===== src/ssp_pkg.sv =====
// shared constants and types for the signal strength pwm block
package ssp_pkg;
    // ========================================================
    // register map (byte offsets on the plain register port)
    localparam logic [7:0] SSP_OFF_UPPER    = 8'h65;
    localparam logic [7:0] SSP_OFF_LOWER    = 8'h66;
    localparam logic [7:0] SSP_OFF_SMOOTH   = 8'h67;
    localparam logic [7:0] SSP_OFF_CONTROL  = 8'h68;
    localparam logic [7:0] SSP_OFF_AVERAGE  = 8'h69;
    localparam logic [7:0] SSP_OFF_DUTY     = 8'h6A;

    // ========================================================
    // reset values
    localparam logic [7:0] SSP_RST_UPPER    = 8'hFF;
    localparam logic [7:0] SSP_RST_LOWER    = 8'h00;
    localparam logic [7:0] SSP_RST_SMOOTH   = 8'h40;
    localparam logic [7:0] SSP_RST_CONTROL  = 8'h00;

    // ========================================================
    // control byte fields: low six bits pick output pins
    localparam int SSP_PIN_COUNT            = 6;

    // ========================================================
    // timing: pwm period as printed, then in 100 mhz cycles (rounded down)
    localparam real SSP_PERIOD_NS           = 39384.6;
    localparam real SSP_CLK_NS              = 10.0;
    localparam int  SSP_PERIOD_CYC          = int'($floor(SSP_PERIOD_NS / SSP_CLK_NS));

    // ========================================================
    // register read and write carrier
    typedef struct packed {
        logic       wr;
        logic       rd;
        logic [7:0] addr;
        logic [7:0] wdata;
    } ssp_bus_t;
endpackage


===== src/ssp_top.sv =====
// signal strength pwm: smoothing filter, registers and pwm generator
//
// Behaviour
// - fixed pwm period of 39.3846 us
// - duty from smoothed value and thresholds
// - above upper threshold: 100% duty
// - below lower threshold: 0% duty
// - accumulate error, add modulo, keep remainder when positive, else the clamped error
// - filter updates once per hop sample
// - smoothing zero bypasses the filter
// - larger smoothing allows larger steps per hop, so responds faster
// - smoothing defaults 0x40, keep below 0x80
// - pin and range from stored configuration
// - samples are unsigned, weak 0x00 strong 0xFF
`timescale 1ns/1ps
`default_nettype none
module ssp_top
    import ssp_pkg::*;
#(
    parameter int PERIOD_CYC = ssp_pkg::SSP_PERIOD_CYC
) (
    // clock and reset
    input  wire logic                              ref_clk_i,
    input  wire logic                              rstn_i,
    // register port
    input  wire ssp_pkg::ssp_bus_t                 bus_i,
    output logic      [7:0]                        rdata_o,
    // per-hop strength sample
    input  wire logic                              sample_valid_i,
    input  wire logic [7:0]                        sample_i,
    // pwm outputs, one per selectable pin
    output logic      [ssp_pkg::SSP_PIN_COUNT-1:0] pwm_o
);
    import ssp_pkg::*;

    logic [7:0]  upper;
    logic [7:0]  lower;
    logic [7:0]  smooth;
    logic [7:0]  control;
    logic [7:0]  average;
    logic signed [10:0] accum;
    logic signed [10:0] next_accum;
    logic signed [10:0] sat_accum;
    logic signed [10:0] rem;
    logic signed [10:0] next_avg_wide;
    logic [7:0]  next_average;
    logic [11:0] duty_new;
    logic [11:0] duty;
    logic [11:0] count;
    logic        pwm_level;

    // ========================================================
    // register writes; thresholds and control steer the pwm
    always_ff @(posedge ref_clk_i or negedge rstn_i) begin
        if (!rstn_i) begin
            upper   <= SSP_RST_UPPER;
            lower   <= SSP_RST_LOWER;
            smooth  <= SSP_RST_SMOOTH;
            control <= SSP_RST_CONTROL;
        end else if (bus_i.wr) begin
            // all settings but the pwm period live in registers, not fixed logic
            case (bus_i.addr)
                SSP_OFF_UPPER:   upper   <= bus_i.wdata;
                SSP_OFF_LOWER:   lower   <= bus_i.wdata;
                SSP_OFF_SMOOTH:  smooth  <= bus_i.wdata;
                SSP_OFF_CONTROL: control <= bus_i.wdata;
                default: ;
            endcase
        end
    end

    // ========================================================
    // read data, one cycle after the strobe; unmapped reads zero
    always_ff @(posedge ref_clk_i or negedge rstn_i) begin
        if (!rstn_i) begin
            rdata_o <= 8'h00;
        end else if (bus_i.rd) begin
            case (bus_i.addr)
                SSP_OFF_UPPER:   rdata_o <= upper;
                SSP_OFF_LOWER:   rdata_o <= lower;
                SSP_OFF_SMOOTH:  rdata_o <= smooth;
                SSP_OFF_CONTROL: rdata_o <= control;
                SSP_OFF_AVERAGE: rdata_o <= average;
                SSP_OFF_DUTY:    rdata_o <= duty[11:4];
                default:         rdata_o <= 8'h00;
            endcase
        end else begin
            rdata_o <= 8'h00;
        end
    end

    // ========================================================
    // smoothing filter arithmetic; samples are unsigned bytes
    // the modulo term is the step: each update moves the average by
    // less than the divisor, so big jumps are spread over several hops
    always_comb begin
        next_accum    = accum + 11'(sample_i) - 11'(average);
        rem           = (smooth == 8'h00) ? 11'sd0 : next_accum % $signed(11'(smooth));
        next_avg_wide = 11'(average) + rem;
        if (smooth == 8'h00) begin
            next_average = sample_i;
        end else if (next_avg_wide < 0) begin
            next_average = 8'h00;
        end else if (next_avg_wide > 11'sd255) begin
            next_average = 8'hFF;
        end else begin
            next_average = next_avg_wide[7:0];
        end
    end

    // ========================================================
    // stored error is clamped; a long run of one-sided steps with no
    // positive remainder would otherwise wrap the 11-bit term and flip sign
    always_comb begin
        if (next_accum > 11'sd767) begin
            sat_accum = 11'sd767;
        end else if (next_accum < -11'sd767) begin
            sat_accum = -11'sd767;
        end else begin
            sat_accum = next_accum;
        end
    end

    // ========================================================
    // one filter step per hop measurement
    always_ff @(posedge ref_clk_i or negedge rstn_i) begin
        if (!rstn_i) begin
            accum   <= 11'sd0;
            average <= 8'h00;
        end else if (sample_valid_i) begin
            average <= next_average;
            // positive remainder becomes the new accumulator
            if (smooth == 8'h00) begin
                accum <= 11'sd0;
            end else if (rem > 0) begin
                accum <= rem;
            end else begin
                accum <= sat_accum;
            end
        end
    end

    // ========================================================
    // threshold scaling
    ssp_duty_calc #(
        .PERIOD     (PERIOD_CYC)
    ) u_duty (
        .strength_i (average),
        .upper_i    (upper),
        .lower_i    (lower),
        .duty_o     (duty_new)
    );

    // ========================================================
    // free-running period counter, fixed length
    always_ff @(posedge ref_clk_i or negedge rstn_i) begin
        if (!rstn_i) begin
            count <= 12'h000;
        end else if (count == 12'(PERIOD_CYC - 1)) begin
            count <= 12'h000;
        end else begin
            count <= count + 12'h001;
        end
    end

    // ========================================================
    // duty latched only at wrap, avoiding runt pulses
    always_ff @(posedge ref_clk_i or negedge rstn_i) begin
        if (!rstn_i) begin
            duty <= 12'h000;
        end else if (count == 12'(PERIOD_CYC - 1)) begin
            duty <= duty_new;
        end
    end

    // ========================================================
    // compare and steer onto the selected pins
    always_ff @(posedge ref_clk_i or negedge rstn_i) begin
        if (!rstn_i) begin
            pwm_level <= 1'b0;
        end else begin
            pwm_level <= (count < duty);
        end
    end

    assign pwm_o = pwm_level ? control[SSP_PIN_COUNT-1:0] : '0;

endmodule
`default_nettype wire


===== src/ssp_duty_calc.sv =====
// combinational threshold scaler: strength byte to pwm compare value
`timescale 1ns/1ps
`default_nettype none
module ssp_duty_calc #(
    parameter int PERIOD = 3938
) (
    // inputs
    input  wire logic [7:0]  strength_i,
    input  wire logic [7:0]  upper_i,
    input  wire logic [7:0]  lower_i,
    // result
    output logic      [11:0] duty_o
);
    logic [7:0]  span;
    logic [7:0]  offs;
    logic [19:0] prod;

    // ========================================================
    // linear map between thresholds, clamped at both ends
    always_comb begin
        span = upper_i - lower_i;
        offs = strength_i - lower_i;
        prod = 20'(offs) * 20'(PERIOD);
        if (strength_i > upper_i) begin
            duty_o = 12'(PERIOD);
        end else if (strength_i < lower_i || span == 8'h00) begin
            duty_o = 12'h000;
        end else begin
            duty_o = 12'(prod / 20'(span));
        end
    end
endmodule
`default_nettype wire


===== config.mk =====
export PLATFORM = sky130hd
export DESIGN_NAME = ssp_top
export DESIGN_NICKNAME = d
export VERILOG_FILES = /design/src/ssp_pkg.sv /design/src/ssp_top.sv /design/src/ssp_duty_calc.sv
export SDC_FILE = /design/constraint.sdc
export NUM_CORES = 1
export LEC_CHECK = 0
export ABC_CLOCK_PERIOD_IN_PS = 90800
export BUFFER_PORTS_ARGS = -buffer_cell sky130_fd_sc_hd__buf_2
export CAP_MARGIN = 20
export CORE_ASPECT_RATIO = 1.4
export CORE_MARGIN = 1
export CORE_UTILIZATION = 55
export CTS_CLUSTER_DIAMETER = 200
export DETAILED_ROUTE_END_ITERATION = 10
export PLACE_DENSITY = 0.76
export REMOVE_ABC_BUFFERS = 1
export SETUP_SLACK_MARGIN = 0.15
export SYNTH_ARGS = -nofsm -noshare
export SYNTH_HDL_FRONTEND = slang
export SYNTH_SLANG_ARGS = --single-unit

===== constraint.sdc =====
create_clock -name ref_clk_i -period 90.8 [get_ports ref_clk_i]
set_input_delay 13.62 -clock ref_clk_i [delete_from_list [all_inputs] [get_ports ref_clk_i]]
set_output_delay 13.62 -clock ref_clk_i [all_outputs]
set_load 0.01 [all_outputs]

* Yosys cells after proc, flatten, opt, wreduce, memory -nomap -nowiden *
Index checks and enable logic that the tools add are counted.

word-level totals
  output and inout bits = 14
  input bits = 29
  bits in registers = 84
  logic and storage cells = 55

operators by class
  divide/modulo/power cells = 2
  equality and inequality tests = 7
  multiply operators = 1
  multiplexer cells = 14
  add/sub/neg operators = 6
  magnitude comparators = 8
  reductions and logical operators = 7

operator list
  kind                     number
  $mux W11                 5
  $eq A8 B7 Y1 const B     6
  $pmux W8 S6              1
  $mux W12                 3
  $mux W8                  4
  $div A20 B8 Y20          1
  $mul A8 B11 Y19 const B  1
  $logic_not A8 Y1         2
  $sub A8 B8 Y8            2
  $add A12 B1 Y12 const B  1
  $eq A12 B12 Y1 const B   1
  $lt A12 B12 Y1           1
  $add A11 B8 Y11          1
  $add A8 B11 Y11          1
  $gt A11 B1 Y1 const B    1
  $gt A11 B11 Y1 const B   1
  $gt A11 B9 Y1 const B    1
  $lt A11 B1 Y1 const B    1
  $lt A11 B11 Y1 const B   1
  $mod A11 B9 Y11          1
  $sub A11 B8 Y11          1
  $gt A8 B8 Y1             1
  $lt A8 B8 Y1             1
  $reduce_and A2 Y1        4
  other kinds (2)          2

* Depth between registers and ports, before layout *
Gate-level depths: netlist of run 1.

  depth after elaboration = 9
  depth in mapped cells = 247
  mapped depth without buffers = 239

* Cells and area by module *
A second synthesis of run 1 with hierarchy kept.

unflattened totals
  cells, all modules = 2632
  area, all modules = 20375.8 um2

modules (own cells, without submodules)
  module         times used  cells an instance  area an instance (um2)
  ssp_duty_calc  1           1492               10892.9
  ssp_top        1           1140               9482.8

* Least setup slack after synthesis of run 1 *
No wires, ideal clock.

  kind = register -> register
  start = register average[0]
  end = register duty[0]
  arrival = 44.889 ns
  cell stages (with the launch flop) = 225
  setup time = 0.124 ns
  slack = 45.787 ns
  clock period less this slack = 45.013 ns
  cells stage by stage = dfrtp_1 inv_1 ha_1 inv_1 fa_1 a21o_1 a21oi_1 xnor2_1 inv_1 fa_1 inv_1 fa_1 fa_1 inv_1 fa_1 inv_1 ha_1 and3_1 [... 189 more ...] a21o_1 nor3_2 nand3_1 buf_2 nor2_1 a21oi_1 ha_1 a21oi_1 nor2b_1 o21ai_0 nand2b_1 a21oi_1 nor2b_1 o21ai_0 nand2b_1 a221oi_1 o311ai_0 o31a_1

between the ends
  cells in the longest elaborated chain, start to end = 5

ends and longest elaborated chain
  what                    line                 source
  from (decl)             ssp_top.sv:40        logic [7:0] average;
  from (signal assigned)  ssp_top.sv:131       average <= next_average;
  $sub A8 B8 Y8           ssp_duty_calc.sv:22  offs = strength_i - lower_i;
  $mul A8 B11 Y19         ssp_duty_calc.sv:23  prod = 20'(offs) * 20'(PERIOD);
  $div A20 B8 Y20         ssp_duty_calc.sv:29  duty_o = 12'(prod / 20'(span));
  $mux W12                ssp_duty_calc.sv:26  end else if (strength_i < lower_i || span == 8'h00) begin
  $mux W12 (*)            ssp_duty_calc.sv:24  if (strength_i > upper_i) begin
  to (signal assigned)    ssp_top.sv:172       duty <= duty_new;
  to (decl)               ssp_top.sv:48        logic [11:0] duty;

Mark *: on every way between the ends. The rest lies on a longest branch, timed or not.
A chain may end at the register's enable or synchronous reset.

* Final worst setup path of run 1 *
Same ends and word-level chain as after synthesis.

==> results.md, run 1 <==
* # IOs at 43
* Critical Path RT at 91040 ps
* Dpl hpwl at 43900 um
* Hold Crit Class: flop to flop
* Max-cap violations at 0
* First-pass GRT wire length at 87300 um
* Critical path launch point type: flop
* CTS Sinks at 84
* Syn avg cell area at 7.80 um2
* Reg area at 2110 um2
* Cell mode on critical path: o21a_1
* Max Transition Viols Final at 0
* RSZ-0062 raised after global routing: no
* Core area at 33500 um2
* Cells after Synth at 2418
* Cell Rows at 79
* Postcts setup bufs at 0
* Die Wd at 159 um
* Post-Syn Area at 18900 um2
* Seq/Total Area, Yosys at 11.2%
* FF+latch count, synth at 84
* Worst Tran Pin Value at 1050 ps
* Clk buf depth at 2
* WL final at 53800 um
* DRC Markers at 0
* Number of flops mapped to enable cells by yosys at 0
* Slew headroom at 29.6%
* Final Hold Viols at 0
* DR pass1 iterations at 9
* Max Clock Skew at 11.0 ps
* Vias in the first global route at 18200
* Initial core utilization at 56.3%
* Die area at 35100 um2
* Synth async-reset ratio at 100%
* Final worst path period need at 50660 ps
* Clk_lat worst skew at 350 ps
* Setup crit end kind: flop
* Synth warnings at 0
* Number of vias per cell at 6.33
* Pin count of the biggest net entering global routing at 67
* Data arrival, critical path at 50900 ps
* Initial DRC Count at 1125
* CTS tree: done
* Die height at 221 um
* Worst-path fanout max at 24
* Num CTS Buffers at 9
* Antenna violations before repair at 1
* Result of the run: finished, final reports clean
* Gr usage total at 30.7%
* Clock H-tree levels at 3
* Netlist cell types at 122
* GP Congestion at 0.949
* CTS root buffer: clkbuf_16
* WL/cell at 18.6 um
* Fin crit share at 55.8%
* Share of layout cells above drive strength 1 at 9.23%
* Cts hold-fix bufs at 0
* Predominant post-synthesis flop cell: dfrtp_1
* Gr ovfl total at 0
* Setup TNS at 0 ps
* Fill cells at 3012
* Slowest stage delay, CP at 660 ps
* Clk slew on worst S/H paths at 70 ps
* Crit Path Category: flop to flop
* Post-cts resize count at 0
* Final setup viols at 0
* P&R area growth vs syn at 5.27%
* Upper clock frequency limit at 19.7 MHz
* Final nets at 2800
* I/O Buffers at 42
* Post-DRT Antenna Nets at 0
* Crit-path slowest cell: a21oi_1
* Area of the multi-input gates at 15900 um2
* Via count at 18300
[area by class of cell]
cell class	instances	area share, %
Tap cell	445	2.80
Timing Repair Buffer	54	1.52
Clock buffer	9	1.13
Multi-Input combinational cell	2099	79.8
Antenna cell	1	0.0126
Clock inverter	7	0.384
Inverter	195	3.69
Sequential cell	84	10.6
[through the flow]
stage | cells | util, % | hold slack, ps | cell area [um2] | setup WS, ps
floorplan | 2378 | - | 480 | 18700 | 46120
global placement | 2877 | 58.4 | 524 | 19600 | 42660
detailed placement | 2877 | 58.4 | 525 | 19600 | 40690
CTS | 2893 | 59.3 | 547 | 19900 | 40530
global route | 2894 | 59.3 | 564 | 19900 | 35720
finish | 2894 | 59.3 | 553 | 19900 | 40140
[flip-flops by register name (all words and copies together) (netlist names)]
| name | count |
|---|---|
| average | 8 |
| smooth | 8 |
| accum | 11 |
| count | 12 |
| duty | 12 |
| lower | 8 |
| upper | 8 |
| rdata_o | 8 |
| control | 8 |
| pwm_level | 1 |
[synthesized netlist by cell type (all sizes together) (23+ instances only)]
| master | instances | share of area, % |
|---|---|---|
| o31ai | 37 | 1.5 |
| xor2 | 64 | 3.0 |
| fa | 31 | 3.3 |
| ha | 297 | 20 |
| nor3 | 138 | 3.9 |
| a21o | 64 | 2.5 |
| o21ai | 113 | 3.0 |
| inv | 194 | 3.9 |
| nor2b | 40 | 1.3 |
| nand2 | 184 | 3.7 |
| nand3 | 41 | 1.1 |
| o21a | 112 | 4.5 |
| nand2b | 33 | 1.1 |
| mux2 | 83 | 5.0 |
| xnor2 | 88 | 4.1 |
| dfrtp | 75 | 9.9 |
| nor2 | 219 | 4.4 |
| a21oi | 145 | 3.9 |
| and2 | 27 | 0.90 |
| clkbuf | 28 | 0.56 |
| mux2i | 30 | 1.6 |
| nand4 | 23 | 0.76 |
[cell families after synthesis]
family | Yosys count | share of synthesized area [%]
simple gates | 827 | 22.2
compound gates | 679 | 25.1
fa+ha+maj | 328 | 23.0
buf+inv | 235 | 4.81
xor+xnor | 152 | 7.14
mux | 113 | 6.60
flops | 84 | 11.2
[metal layers]
layer  routed length (um)  track usage (%)  vias up
met5                    0                0        -
met4                 3190             17.7        0
met3                 2220             2.76      195
met2                27200             56.6      540
met1                21100             33.5     8620
li1                     -                -     8962
[worst paths after layout]
kind	end	slack [ps]	from	cells past startpoint
setup / recovery	duty[0]	40140	average[0]	222
hold / removal	count[4]	550	count[4]	1
setup reg to reg	duty[0]	40140	average[0]	222
hold reg to reg	count[4]	550	count[4]	1
max in group asynchronous	control[4]	76500	rstn_i	2
min in group asynchronous	count[9]	13150	rstn_i	1
[cell usage in the layout, fill, tap and decap left out, drive strengths merged, types with 33 or more instances in the layout]
master  synthesis  layout
ha            297     297
nor2          219     219
inv           194     198
nand2         184     184
a21oi         145     145
nor3          138     138
o21ai         113     113
o21a          112     112
xnor2          88      88
mux2           83      83
dfrtp          75      75
a21o           64      64
xor2           64      64
buf            12      54
nand3          41      41
nor2b          40      40
o31ai          37      37
nand2b         33      33
[critical path: cells and delay by family, from the launching register on]
family | cells | cell delay, ps
AO/OA/AOI/OAI | 120 | 24740
AND/OR/NAND/NOR | 53 | 12340
adder cells (fa/ha/maj) | 26 | 8120
multiplexers | 8 | 2820
buffers and inverters | 11 | 1010
XOR/XNOR | 4 | 1010
flip-flops | 1 | 420
Power of run 1 is not shown: default switching activity piles up to over one toggle a cycle in this logic, so the estimate is an artifact.
==> run 2: changes to the inputs <==
--- a/config.mk
+++ b/config.mk
@@ -5,7 +5,8 @@
 export SDC_FILE = /design/constraint.sdc
 export NUM_CORES = 1
 export LEC_CHECK = 0
-export ABC_CLOCK_PERIOD_IN_PS = 90800
+export ABC_AREA = 1
+export ABC_CLOCK_PERIOD_IN_PS = 41200
 export BUFFER_PORTS_ARGS = -buffer_cell sky130_fd_sc_hd__buf_2
 export CAP_MARGIN = 20
 export CORE_ASPECT_RATIO = 1.4
@@ -13,7 +14,7 @@
 export CORE_UTILIZATION = 55
 export CTS_CLUSTER_DIAMETER = 200
 export DETAILED_ROUTE_END_ITERATION = 10
-export PLACE_DENSITY = 0.76
+export PLACE_DENSITY = 0.79
 export REMOVE_ABC_BUFFERS = 1
 export SETUP_SLACK_MARGIN = 0.15
 export SYNTH_ARGS = -nofsm -noshare
==> constraint.sdc (replaced) <==
create_clock -name ref_clk_i -period 41.2 [get_ports ref_clk_i]
set_input_delay 6.18 -clock ref_clk_i [delete_from_list [all_inputs] [get_ports ref_clk_i]]
set_output_delay 6.18 -clock ref_clk_i [all_outputs]
set_load 0.01 [all_outputs]
==> results.md, run 2 <==
* Cells after Synth at 2930 (+21%)
* GP Congestion at 0.964 (+1.6%)
* Max Transition Viols Final at 0 (unchanged)
* CTS root buffer: clkbuf_16
* Slew headroom at 35.3% (+5.7 points)
* Vias in the first global route at 19100 (+5.1%)
* Setup crit end kind: flop
* Number of vias per cell at 5.64 (-11%)
* Post-Syn Area at 19200 um2 (+1.9%)
* Busiest grt layer: met2
* Cell taking the most area after synthesis: ha_1
* Clk_lat worst skew at 360 ps (about the same)
* Biggest regs: count x12, duty x12, accum x11
* Number of flops mapped to enable cells by yosys at 0 (unchanged)
* CTS Sinks at 84 (unchanged)
* Total placed cells including tap cells at 3448 (+20%)
* Area of the multi-input gates at 15600 um2 (-1.8%)
* Final nets at 3438 (+23%)
* I/O Buffers at 42 (unchanged)
* Setup WS post-layout at 1730 ps (-38410 ps)
* Fin area at 21700 um2 (+9.4%)
* Synth async-reset ratio at 100% (unchanged)
* CP delay by family, top: compound AO/OA/AOI/OAI gates
* Commonest non-fill, non-tap cell in the layout: nand2_1
* Core Util, Final at 63.5% (+4.2 points)
* Post-synth top cells: nand2_1 (646), inv_1 (483), ha_1 (297)
* Critical Path RT at 41450 ps (-49590 ps)
* # IOs at 43 (unchanged)
* Slowest stage delay, CP at 540 ps (-120 ps)
* Placed instance area at 20300 um2 (+3.7%)
* Die Wd at 160 um (+0.92%)
* Max Clock Skew at 5.93 ps (-5.11 ps)
* Worst Tran Pin Value at 966 ps (-80.9 ps)
* Worst-path fanout max at 8 (-67%)
* Synth top area cells: ha_1 (19%), nand2_1 (13%), dfrtp_1 (9.8%)
* Initial core utilization at 56.2% (-0.16 points)
* Fill cells at 3060 (+1.6%)
* Share of layout cells above drive strength 1 at 15.5% (+6.3 points)
* DRC Markers at 0 (unchanged)
* Global routing usage on met2 at 55.1% (-1.5 points)
* Top cell type's share of synthesized area at 19.3% (-0.36 points)
* DR pass1 iterations at 6 (-3)
* Cell mode on critical path: nand2_1
* Gr ovfl total at 0 (unchanged)
* Hold Crit Class: flop to flop
* M3 GR Usage at 1.69% (-1.1 points)
* Initial DRC Count at 1373 (+22%)
* Final Hold Viols at 0 (unchanged)
* Reg area at 2110 um2 (unchanged)
* Core area at 34200 um2 (+2.2%)
* CTS tree: done
* Pin count of the biggest net entering global routing at 71 (+6.0%)
* Max-cap violations at 0 (unchanged)
* Data arrival, critical path at 39720 ps (-11180 ps)
* Clock H-tree levels at 3 (unchanged)
* Clk slew on worst S/H paths at 60 ps (about the same)
* Num CTS Buffers at 9 (unchanged)
* Upper clock frequency limit at 25.3 MHz (+28%)
* Via count at 20000 (+9.0%)
* Antenna violations before repair at 0 (-1)
* Synth warnings at 0 (unchanged)
* Final worst path period need at 39470 ps (-11190 ps)
* Predominant post-synthesis flop cell: dfrtp_1
* Crit-path slowest cell: fa_1
* Die area at 35700 um2 (+1.9%)
* Gr usage total at 29.3% (-1.4 points)
* Fin crit share at 95.8% (+40 points)
* FF+latch count, synth at 84 (unchanged)
* Clk buf depth at 2 (unchanged)
* Crit Path Category: flop to flop
* Commonest non-fill, non-tap cells in the layout: nand2_1 (634), inv_1 (471), ha_1 (286)
* Critical path launch point type: flop
* Result of the run: finished, final reports clean
* Cell Rows at 80 (+1.3%)
* M1 GR Usage at 34.2% (+0.64 points)
* # diodes at 0 (-1)
* P&R area growth vs syn at 13.1%
* Worst path buffer plus inverter count at 51 (+40)
* Post-DRT Antenna Nets at 0 (unchanged)
* Post-Place Worst Slack at -2020 ps (-42710 ps)
* Die height at 223 um (+0.93%)
* WL final at 55000 um (+2.3%)
* Dpl hpwl at 43600 um (-0.56%)
* Post-Layout Cell Count at 3537 (+22%)
* Netlist cell types at 64 (-48%)
* WL/cell at 15.5 um (-16%)
* Syn avg cell area at 6.56 um2 (-16%)
* First-pass GRT wire length at 87900 um (+0.60%)
* Final setup viols at 0 (unchanged)
* Seq/Total Area, Yosys at 11.0% (-0.21 points)
* Most frequent cell after synthesis: nand2_1
[run 2: cell types whose count changed in the layout (fill, tap and decap cells not counted), moves of 101 or more]
| cell | delta |
|---|---|
| buf_4 | +113 |
| inv_1 | +279 |
| nand2_1 | +451 |
| nand3_1 | +101 |
| nor3_1 | -101 |
| o21a_1 | -107 |
[run 2: logic make-up (layout without fill, tap and decap cells)]
| logic type | after synthesis | in the layout | share of synthesized area, % |
|---|---|---|---|
| buf+inv | 545 | 701 | 10.9 |
| mux | 9 | 9 | 0.527 |
| xor+xnor | 175 | 175 | 7.97 |
| fa+ha+maj | 328 | 328 | 22.6 |
| simple gates | 1211 | 1211 | 29.6 |
| compound gates | 578 | 578 | 17.4 |
| flops | 84 | 84 | 11.0 |
[run 2: final cells by class]
class,instances,area share (%)
Sequential cell,84,9.72
Clock inverter,2,0.276
Inverter,509,8.88
Timing Repair inverter,1,0.0230
Tap cell,451,2.60
Timing Repair Buffer,175,5.68
Clock buffer,14,1.17
Multi-Input combinational cell,2301,71.7
[run 2: path summary, 6_finish.rpt]
check	start	to	slack, ps	cells after the start
max	average[0]	duty[0]	1730	296
min	duty[0]	duty[0]	490	2
max reg2reg	average[0]	duty[0]	1730	296
min reg2reg	duty[0]	duty[0]	490	2
max in group asynchronous	rstn_i	count[1]	34360	2
min in group asynchronous	rstn_i	accum[6]	5670	1
[run 2: timing repair]
| item | in CTS | in global routing |
|---|---|---|
| resized for setup | 27 | 143 |
| hold endpoints to repair | 0 | 0 |
| pin swaps | 15 | 87 |
| cloned | 0 | 2 |
| hold buffers | 0 | 0 |
| setup buffers | 9 | 62 |
| setup endpoints to repair | 2 | 3 |
[run 2: worst register-to-register path: cells and delay by family (launching register included)]
family / cells / cell delay [ps]
xor gates and xnor gates: 2 / 390
and+or+nand+nor: 111 / 11100
buffers and inverters: 51 / 4290
DFF: 1 / 410
adders and majority gates: 27 / 7900
AOI/OAI and AO/OA: 105 / 15240
[run 2: metrics by stage]
step | TNS, ps | hold WS (ps)
6_report | 0 | 489
5_1_grt | -965 | 522
4_1_cts | 0 | 488
3_5_place_dp | -2410 | 479
3_3_place_gp | -9.34 | 467
2_1_floorplan | 0 | 443
[run 2: layer usage]
metal	wire length [um]	share of wire [%]	up-vias
met5	0	0	-
met4	2160	3.9	0
met3	2530	4.6	157
met2	27900	51	586
met1	22400	41	9259
li1	-	-	9958
Power of run 2 is left out for the same reason.
